===== src/hw/itw_pkg.sv =====
// Constants, field layout and types for the interval timer and watchdog
package itw_pkg;
  // Byte addresses of the registers
  localparam logic [7:0] ADDR_INTERVAL = 8'hEC;
  localparam logic [7:0] ADDR_COMPARE  = 8'hE0;
  localparam logic [7:0] ADDR_STATUS   = 8'hE4;
  localparam logic [7:0] ADDR_MASK     = 8'hE8;
  // Control and compare register fields
  localparam int CTL_CLEAR_BIT   = 3;
  localparam int CTL_DOGRST_BIT  = 5;
  localparam int CTL_WAKE_BIT    = 6;
  localparam int CTL_RCDOG_BIT   = 7;
  localparam int CMP_CLEAR_BIT   = 7;
  // Status bits
  localparam int ST_INTERVAL_BIT = 0;
  localparam int ST_DOG_BIT      = 1;
  localparam logic [7:0] CTL_RESET = 8'h00;
  localparam logic [7:0] CMP_RESET = 8'h7F;
  localparam logic [7:0] DIV_BASE_SHIFT = 8'h03;
  localparam logic [10:0] WAKE_TAP_MASK = 11'h7FF;
  localparam logic [7:0] RC_TICK_MASK = 8'hFF;
  // Bus request bundle
  typedef struct packed {
    logic       we;
    logic [7:0] adr;
    logic [7:0] dat;
    logic       sel;
  } bus_req_type;
endpackage


===== src/hw/interval_timer_watchdog.sv =====
// Interval timer, watchdog and Wishbone register slave
//
// Register access over Wishbone was chosen for this implementation.
`timescale 1ns/1ps
module interval_timer_watchdog (
  input  wire logic        clk_i,
  input  wire logic        rst_i,
  input  wire logic        rc_clk_tick_i,
  input  wire logic        stop_i,
  input  wire logic        sub_clock_i,
  input  wire logic        cyc_i,
  input  wire logic        stb_i,
  input  wire logic        we_i,
  input  wire logic [7:0]  adr_i,
  input  wire logic [31:0] dat_i,
  input  wire logic [3:0]  sel_i,
  output logic [31:0]      dat_o,
  output logic             ack_o,
  output logic             irq_o,
  output logic             dog_reset_o,
  output logic             reset_n_o,
  output logic             reset_n_oe_n_o,
  output logic             main_osc_enable_o,
  output logic             wake_tap_o,
  output logic             stop_halt_o
);
  import itw_pkg::*;

  // ----------------------------------------------------------------
  // Registers
  // ----------------------------------------------------------------
  logic [10:0] presc_r;
  logic [7:0]  count_r;
  logic [7:0]  ctl_r;
  logic [7:0]  cmp_r;
  logic [6:0]  dog_r;
  logic [1:0]  status_r;
  logic [1:0]  mask_r;
  logic        armed_r;
  logic        ack_r;
  logic [31:0] rdat_r;
  logic        rst_pulse_r;
  logic        osc_on_r;

  function automatic logic [10:0] tap_mask(input logic [2:0] code);
    // Four-bit shift amount: codes 5 to 7 must not wrap past eight
    tap_mask = 11'((11'h001 << (4'(code) + 4'(DIV_BASE_SHIFT))) - 11'h001);
  endfunction

  // ----------------------------------------------------------------
  // Decode
  // ----------------------------------------------------------------
  bus_req_type req;
  assign req = '{we: we_i, adr: adr_i, dat: dat_i[7:0], sel: sel_i[0]};
  wire access   = cyc_i & stb_i & ~ack_r;
  wire wr       = access & req.we & req.sel;
  wire wr_ctl   = wr & (req.adr == ADDR_INTERVAL);
  wire wr_cmp   = wr & (req.adr == ADDR_COMPARE);
  wire wr_st    = wr & (req.adr == ADDR_STATUS);
  wire wr_mask  = wr & (req.adr == ADDR_MASK);
  wire rc_stop  = stop_i & ctl_r[CTL_RCDOG_BIT];
  wire wake_stop = stop_i & ctl_r[CTL_WAKE_BIT] & ~rc_stop;
  // Plain stop halts everything; RC mode keeps counter running from RC
  wire [10:0] div_mask = tap_mask(ctl_r[2:0]);
  wire pulse_sys = ((presc_r & div_mask) == div_mask);
  // Counter source: RC ticks in RC stop, prescaler taps otherwise
  wire tick     = rc_stop ? rc_clk_tick_i : (~stop_i & pulse_sys);
  wire clr_int  = ctl_r[CTL_CLEAR_BIT];
  wire overflow = tick & ~clr_int & (count_r == 8'hFF);
  wire dog_on   = ~ctl_r[CTL_DOGRST_BIT] | armed_r;
  // RC tick is pre-divided by the counter, so dog steps on overflow too
  wire dog_step = overflow & dog_on;
  // Match on the step that reaches compare: period is compare intervals
  wire dog_match = (7'(dog_r + 7'h01) == cmp_r[6:0]) & dog_step;
  wire dog_clr  = cmp_r[CMP_CLEAR_BIT];
  wire fire_rst = dog_match & ctl_r[CTL_DOGRST_BIT];
  wire fire_irq = dog_match & ~ctl_r[CTL_DOGRST_BIT];
  wire [1:0] ev = {fire_irq, overflow};
  wire [31:0] rmux =
    (req.adr == ADDR_INTERVAL) ? {24'h000000, count_r} :
    (req.adr == ADDR_COMPARE)  ? {24'h000000, cmp_r} :
    (req.adr == ADDR_STATUS)   ? {30'h00000000, status_r} :
    (req.adr == ADDR_MASK)     ? {30'h00000000, mask_r} : 32'h00000000;

  // ----------------------------------------------------------------
  // Prescaler and interval counter
  // ----------------------------------------------------------------
  // Prescaler keeps running during wake stop for the 2048 tap
  always_ff @(posedge clk_i) begin
    if (rst_i | (stop_i & ~ctl_r[CTL_WAKE_BIT])) begin
      presc_r <= rst_i ? 11'h000 : presc_r;
    end else begin
      presc_r <= 11'(presc_r + 11'h001);
    end
  end

  always_ff @(posedge clk_i) begin
    if (rst_i) begin
      count_r <= 8'h00;
    end else if (clr_int) begin
      count_r <= 8'h00;
    end else if (tick & ~wake_stop) begin
      count_r <= 8'(count_r + 8'h01);
    end
  end

  // Control write; clear bits self-clear one cycle after setting
  always_ff @(posedge clk_i) begin
    if (rst_i) begin
      ctl_r <= CTL_RESET;
    end else if (wr_ctl) begin
      ctl_r <= req.dat;
    end else begin
      ctl_r[CTL_CLEAR_BIT] <= 1'b0;
    end
  end

  // Compare reset value is arbitrary; software must program it
  always_ff @(posedge clk_i) begin
    if (rst_i) begin
      cmp_r <= CMP_RESET;
    end else if (wr_cmp) begin
      cmp_r <= req.dat;
    end else begin
      cmp_r[CMP_CLEAR_BIT] <= 1'b0;
    end
  end

  // ----------------------------------------------------------------
  // Watchdog
  // ----------------------------------------------------------------
  // Arming waits for an interval clear after reset mode is selected
  always_ff @(posedge clk_i) begin
    if (rst_i | ~ctl_r[CTL_DOGRST_BIT]) begin
      armed_r <= 1'b0;
    end else if (clr_int) begin
      armed_r <= 1'b1;
    end
  end

  // Holds in plain stop because overflow never comes
  always_ff @(posedge clk_i) begin
    if (rst_i) begin
      dog_r <= 7'h00;
    end else if (dog_clr | dog_match) begin
      dog_r <= 7'h00;
    end else if (dog_step) begin
      dog_r <= 7'(dog_r + 7'h01);
    end
  end

  always_ff @(posedge clk_i) begin
    if (rst_i) begin
      rst_pulse_r <= 1'b0;
      osc_on_r    <= 1'b1;
    end else begin
      rst_pulse_r <= fire_rst;
      // Forced on by a dog reset until software leaves the sub clock
      osc_on_r    <= fire_rst | (osc_on_r & sub_clock_i);
    end
  end

  // ----------------------------------------------------------------
  // Status, mask and bus
  // ----------------------------------------------------------------
  // Set wins over write-one clear
  always_ff @(posedge clk_i) begin
    if (rst_i) begin
      status_r <= 2'b00;
      mask_r   <= 2'b00;
    end else begin
      status_r <= ev | (status_r & ~(wr_st ? req.dat[1:0] : 2'b00));
      if (wr_mask) begin
        mask_r <= req.dat[1:0];
      end
    end
  end

  always_ff @(posedge clk_i) begin
    if (rst_i) begin
      ack_r  <= 1'b0;
      rdat_r <= 32'h00000000;
    end else begin
      ack_r  <= access;
      rdat_r <= access ? rmux : 32'h00000000;
    end
  end

  assign dat_o = rdat_r;
  assign ack_o = ack_r;
  assign irq_o = |(status_r & mask_r);
  assign dog_reset_o = rst_pulse_r;
  assign reset_n_o = 1'b0;
  assign reset_n_oe_n_o = ~rst_pulse_r;
  assign main_osc_enable_o = osc_on_r | ~sub_clock_i;
  assign wake_tap_o = (presc_r == WAKE_TAP_MASK);
  assign stop_halt_o = stop_i;

  // ----------------------------------------------------------------
  // Checks
  // ----------------------------------------------------------------
  a_wrap_flag: assert property (@(posedge clk_i) disable iff (rst_i)
    overflow |=> status_r[ST_INTERVAL_BIT]) else $error("wrap lost");
  a_clear_zero: assert property (@(posedge clk_i) disable iff (rst_i)
    wr_ctl & req.dat[CTL_CLEAR_BIT] |=> ##1 count_r == 8'h00 && !clr_int)
    else $error("interval clear failed");
  a_dog_clear: assert property (@(posedge clk_i) disable iff (rst_i)
    wr_cmp & req.dat[CMP_CLEAR_BIT] |=> ##1 dog_r == 7'h00 && !dog_clr)
    else $error("dog clear failed");
  a_match_reset: assert property (
    @(posedge clk_i) disable iff (rst_i)
    fire_rst |=> dog_reset_o && !reset_n_oe_n_o) else $error("no reset");
  a_match_irq: assert property (@(posedge clk_i) disable iff (rst_i)
    fire_irq |=> status_r[ST_DOG_BIT] && !dog_reset_o)
    else $error("no dog flag");
  a_dog_hold: assert property (@(posedge clk_i) disable iff (rst_i)
    stop_i & ~ctl_r[CTL_RCDOG_BIT] & ~dog_clr |=> $stable(dog_r))
    else $error("dog moved in stop");
  a_count_step: assert property (
    @(posedge clk_i) disable iff (rst_i)
    tick & ~clr_int & ~wake_stop |=> count_r == 8'($past(count_r) + 8'h01))
    else $error("count step wrong");
  a_unarmed: assert property (@(posedge clk_i) disable iff (rst_i)
    ctl_r[CTL_DOGRST_BIT] & ~armed_r |-> !dog_step) else $error("dog early");

  // ----------------------------------------------------------------
  // Bus checks
  // ----------------------------------------------------------------
  // Answer comes exactly one cycle after the request is taken
  a_ack_answer: assert property (
    @(posedge clk_i) disable iff (rst_i)
    access |=> ack_o)
    else $error("no ack");

  a_ack_pulse: assert property (
    @(posedge clk_i) disable iff (rst_i)
    ack_o |=> !ack_o)
    else $error("ack too long");

  a_ack_idle: assert property (
    @(posedge clk_i) disable iff (rst_i)
    !cyc_i |=> !ack_o)
    else $error("ack without cycle");

  a_read_count: assert property (
    @(posedge clk_i) disable iff (rst_i)
    access & ~req.we & (req.adr == ADDR_INTERVAL)
    |=> dat_o == {24'h000000, $past(count_r)})
    else $error("counter read wrong");

  a_unmapped_zero: assert property (
    @(posedge clk_i) disable iff (rst_i)
    access & (req.adr[7:4] != 4'hE) |=> dat_o == 32'h00000000)
    else $error("unmapped read not zero");

  a_ctl_write: assert property (
    @(posedge clk_i) disable iff (rst_i)
    wr_ctl |=> ctl_r[2:0] == $past(req.dat[2:0]))
    else $error("control write lost");

  a_cmp_write: assert property (
    @(posedge clk_i) disable iff (rst_i)
    wr_cmp |=> cmp_r[6:0] == $past(req.dat[6:0]))
    else $error("compare write lost");

  a_mask_write: assert property (
    @(posedge clk_i) disable iff (rst_i)
    wr_mask |=> mask_r == $past(req.dat[1:0]))
    else $error("mask write lost");

  // ----------------------------------------------------------------
  // Interval timer checks
  // ----------------------------------------------------------------
  // A stuck clear bit would hold the counter at zero for ever
  a_clear_self: assert property (
    @(posedge clk_i) disable iff (rst_i)
    clr_int & ~wr_ctl |=> !clr_int)
    else $error("interval clear stuck");

  a_count_hold: assert property (
    @(posedge clk_i) disable iff (rst_i)
    ~tick & ~clr_int |=> $stable(count_r))
    else $error("counter moved without tick");

  a_wrap_zero: assert property (
    @(posedge clk_i) disable iff (rst_i)
    overflow |=> count_r == 8'h00)
    else $error("wrap not to zero");

  a_status_sticky: assert property (
    @(posedge clk_i) disable iff (rst_i)
    status_r[ST_INTERVAL_BIT] & ~(wr_st & req.dat[0])
    |=> status_r[ST_INTERVAL_BIT])
    else $error("wrap flag lost");

  a_status_clear: assert property (
    @(posedge clk_i) disable iff (rst_i)
    wr_st & req.dat[0] & ~overflow |=> !status_r[ST_INTERVAL_BIT])
    else $error("wrap flag not cleared");

  a_presc_run: assert property (
    @(posedge clk_i) disable iff (rst_i)
    ~stop_i |=> presc_r == 11'($past(presc_r) + 11'h001))
    else $error("prescaler step wrong");

  a_presc_hold: assert property (
    @(posedge clk_i) disable iff (rst_i)
    stop_i & ~ctl_r[CTL_WAKE_BIT] |=> $stable(presc_r))
    else $error("prescaler ran in stop");

  a_stop_still: assert property (
    @(posedge clk_i) disable iff (rst_i)
    stop_i & ~ctl_r[CTL_RCDOG_BIT] |-> !tick)
    else $error("tick in stop");

  a_wake_count: assert property (
    @(posedge clk_i) disable iff (rst_i)
    wake_stop & ~clr_int |=> $stable(count_r))
    else $error("counter ran in wake stop");

  a_tap_pulse: assert property (
    @(posedge clk_i) disable iff (rst_i)
    wake_tap_o & ~stop_i |=> !wake_tap_o)
    else $error("wake tap too long");

  a_rc_source: assert property (
    @(posedge clk_i) disable iff (rst_i)
    rc_stop |-> tick == rc_clk_tick_i)
    else $error("RC tick not used");

  // ----------------------------------------------------------------
  // Watchdog checks
  // ----------------------------------------------------------------
  // Dog counter moves only on an interval overflow or a compare clear
  a_dog_step: assert property (
    @(posedge clk_i) disable iff (rst_i)
    dog_step & ~dog_clr & ~dog_match
    |=> dog_r == 7'($past(dog_r) + 7'h01))
    else $error("dog step wrong");

  a_dog_idle: assert property (
    @(posedge clk_i) disable iff (rst_i)
    ~dog_step & ~dog_clr |=> $stable(dog_r))
    else $error("dog moved without step");

  a_match_zero: assert property (
    @(posedge clk_i) disable iff (rst_i)
    dog_match |=> dog_r == 7'h00)
    else $error("dog not restarted");

  a_cmp_self: assert property (
    @(posedge clk_i) disable iff (rst_i)
    dog_clr & ~wr_cmp |=> !dog_clr)
    else $error("dog clear stuck");

  a_arm_clear: assert property (
    @(posedge clk_i) disable iff (rst_i)
    ctl_r[CTL_DOGRST_BIT] & clr_int |=> armed_r)
    else $error("dog not armed");

  a_disarm: assert property (
    @(posedge clk_i) disable iff (rst_i)
    ~ctl_r[CTL_DOGRST_BIT] |=> !armed_r)
    else $error("dog armed without reset mode");

  // ----------------------------------------------------------------
  // Output checks
  // ----------------------------------------------------------------
  // Reset pulse is one cycle; overflows are 256 ticks apart
  a_pulse_once: assert property (
    @(posedge clk_i) disable iff (rst_i)
    dog_reset_o |=> !dog_reset_o)
    else $error("reset pulse too long");

  a_osc_wake: assert property (
    @(posedge clk_i) disable iff (rst_i)
    fire_rst |=> main_osc_enable_o)
    else $error("oscillator not enabled");

  a_irq_dog: assert property (
    @(posedge clk_i) disable iff (rst_i)
    fire_irq & mask_r[ST_DOG_BIT] & ~wr_mask |=> irq_o)
    else $error("dog interrupt not raised");
endmodule


===== config.mk =====
export PLATFORM = sky130hd
export DESIGN_NAME = interval_timer_watchdog
export DESIGN_NICKNAME = d
export VERILOG_FILES = /design/src/hw/itw_pkg.sv /design/src/hw/interval_timer_watchdog.sv
export SDC_FILE = /design/constraint.sdc
export NUM_CORES = 1
export LEC_CHECK = 0
export ABC_CLOCK_PERIOD_IN_PS = 5900
export BUFFER_PORTS_ARGS = -buffer_cell sky130_fd_sc_hd__buf_2
export CAP_MARGIN = 25
export CORE_MARGIN = 5
export CORE_UTILIZATION = 30
export CTS_BUF_LIST = sky130_fd_sc_hd__clkbuf_4 sky130_fd_sc_hd__clkbuf_8
export DETAILED_ROUTE_END_ITERATION = 6
export PLACE_DENSITY = 0.54
export SLEW_MARGIN = 30
export SYNTH_ARGS = -nofsm -noshare
export SYNTH_HDL_FRONTEND = slang
export SYNTH_SLANG_ARGS = --single-unit

===== constraint.sdc =====
create_clock -name clk_i -period 5.9 [get_ports clk_i]
set_clock_uncertainty 0.05 [all_clocks]
set_input_delay 1.475 -clock clk_i [delete_from_list [all_inputs] [get_ports clk_i]]
set_output_delay 1.475 -clock clk_i [all_outputs]
set_load 0.02 [all_outputs]

==> summary.md <==
| Metric | Value |
|---|---|
| Gate power share | `6.4%` |
| Seq pwr share | `~44%` |
| FMAX | `295 MHz` |
| Worst Reg-to-Reg Cells | `7` |
| Initial Util | `a little under a third` |
| Total gr overflow | `0` |
| Hold Path End | `ctl_r[6]$_SDFFE_PP0P_` |
| Post-route DRC | `0` |
| Ports | `92` |
| Leading cell type in the layout, fill and taps excluded | `dfxtp_1` |
| CTS Buf Count | `9` |
| CTS Root Cell | `clkbuf_8` |
| IO Port Bufs | `39` |
| Core area | `around 9800 um^2` |
| Post-Syn Area | `3000 um^2` |
| Pin count of the biggest net entering global routing | `20` |
| Hold Buf Count CTS | `0` |
| Crit. End Element | `primary output` |
| Clk pwr share | `about half` |
| Worst R2R Start | `dog_r[0]$_SDFFE_PP0P_` |
| Hold Crit Class | `register to register` |
| GRT Util Overall | `12.0%` |
| Synth cell types | `56` |
| Fin Hold WS | `0.406 ns` |
| Leak | `0.00131 uW` |
| Critical path arrival | `approximately 1.9 ns` |
| Worst hold path stage count | `2` |
| Routed via count | `2452` |
| Clk sinks | `57` |
| Nets@finish | `about 430` |
| Clock transition at path regs | `0.06 ns` |
| Synth Area per Inst | `between 8 and 9 um^2` |
| Number of enable flip-flop cells after synthesis | `11` |
| Worst skew pair latency | `0.34 ns` |
| CP max FO | `5` |
| Switching Fraction | `22.8%` |
| Final worst slack | `around 2.5 ns` |
| Routability Congestion | `0.807` |
| Post-route ant nets | `0` |
| Die H | `approximately 110 um` |
| Most frequent cells in the layout | `dfxtp_1 (46), nand3_1 (39), buf_2 (39)` |
| Setup Slack @ Placement | `2.46 ns` |
| Final hold violations | `0` |
| Max_cap viols | `0` |
| VDD IR max | `between 0.1 and 0.15 mV` |
| Vias in the first global route | `2279` |
| Dpl hpwl | `5230 um` |
| Slew margin rel. | `44.4%` |
| Setup bufs post-CTS | `0` |
| Number of diodes | `0` |
| Slew @ Worst Pin | `around 0.83 ns` |
| Worst R2R End | `dog_r[3]$_SDFFE_PP0P_` |
| WL/cell | `13.5 um` |
| Setup tns final | `0 ns` |
| Syn Inst Count | `337` |
| Crit Path Class | `register to primary output` |
| Int Power | `roughly 700 uW` |
| First DRT Iteration DRCs | `155` |
| Initial antenna violation count | `0` |
| FF-to-FF setup slack | `3.35 ns` |
| Resized cells post-CTS | `0` |
| Synth Flop Type | `dfxtp_1` |
| DR pass1 iterations | `4` |
| Sequential area share after synthesis | `41.7%` |
| DIE AREA | `12100 um^2` |
| Crit share post-route | `57.4%` |
| # rows | `36` |
| Area added between synthesis and finish | `15.6%` |
| Fraction of final layout cells with drive strength greater than 1 | `17.4%` |
| Post-layout min period | `~3.4 ns` |
| Endpoints failing setup | `0` |
| H-tree depth | `3` |
| Power per cell area | `268 nW/um^2` |
| Slew Viols, Final | `0` |
| Status | `completed` |
| CP required | `4.38 ns` |
| Critical Path Start Type | `register` |
| Hold wc startpoint | `ctl_r[6]$_SDFFE_PP0P_` |
| Via density | `4.78` |
| Wirelength, routed | `6950 um` |
| RSZ-0062 raised after global routing | `no` |
| Ys async rst share | `0%` |
| Synth Register Bits | `57` |
| Die X | `110 um` |
| Clock tree buffer depth | `2` |
| CTS tree | `done` |
| Net switching power | `212 uW` |
| Total of warnings raised by yosys | `0` |
| First-pass GRT wire length | `roughly 11000 um` |
state kept, by name, summed over array words and instances, names as in the netlist, 2 cells and up:
name / flops
status_r: 2
cmp_r: 8
mask_r: 2
dat_o: 8
dog_r: 7
count_r: 8
ctl_r: 7
presc_r: 11
cells in the mapped netlist, types with 8 or more instances:
cell,instances,share of area (%)
or3_1,9,1.9
buf_4,26,6.5
nand2b_1,9,1.9
a21oi_1,15,2.5
edfxtp_1,11,11
xnor2_1,12,3.5
nor2_1,31,3.9
inv_1,8,1.0
nand3_1,39,6.5
clkbuf_1,9,1.1
o21ai_0,9,1.5
nand2_1,26,3.3
dfxtp_1,46,31
worst max-delay path, stage by stage, from the launching register on:
cell      delay, ns
edfxtp_1       0.42
ha_1           0.21
nand3_1        0.18
nor2_1         0.19
and4_1         0.25
and2_1         0.14
buf_2          0.16
logic make-up after synthesis:
family	count (synthesis)	synth area share [%]
simple gates	150	26.3
flops	57	41.7
compound gates	53	12.8
buf+inv	47	9.22
xor+xnor	19	5.55
mux	5	2.50
fa+ha+maj	4	1.67
other cells	2	0.250
layer usage:
metal  part of all wire [%]  global-route usage, %  wire [um]  vias up
met2                     47                   19.3       3250       85
met3                    6.5                   3.20        449        6
li1                       -                      -          -     1223
met1                     45                   15.0       3150     1138
met4                    1.4                   5.25         99        0
met5                      0                      0          0        -
power by group through the flow:
stage | sequential (uW) | combinational, uW | clock, uW
after global placement | 420 | 59.6 | 0
after detailed placement | 420 | 59.6 | 0
after global routing | 412 | 66.4 | 487
after floorplan | 418 | 55.9 | 0
after CTS | 411 | 59.9 | 469
final | 411 | 59.8 | 460
metrics by stage:
step	util, %	cells	area (um^2)	power (uW)
2_1_floorplan	-	362	3090	474
3_3_place_gp	32.9	497	3220	479
3_5_place_dp	32.9	497	3220	480
4_1_cts	35.5	513	3470	940
5_1_grt	35.5	513	3470	965
6_report	35.5	513	3470	931
worst max-delay path by stage:
stage	start	end
after floorplan	sub_clock_i	main_osc_enable_o
after global placement	stop_i	dog_r[5]$_SDFFE_PP0P_
after detailed placement	stop_i	dog_r[5]$_SDFFE_PP0P_
after CTS	presc_r[1]$_SDFFCE_PP0P_	wake_tap_o
after global routing	presc_r[1]$_SDFFCE_PP0P_	wake_tap_o
final	presc_r[0]$_SDFFCE_PP0P_	wake_tap_o
final cells by class:
type                    count  area [um^2]
fillers                  1023         6310
multi-input cells         258         1570
flip-flops and latches     57         1250
repair buffers             40          203
well taps                 133          166
clock buffers              11          145
clock inverters             5          101
inverters                   9         33.8
Note: power is estimated with default switching activity, not from simulation.
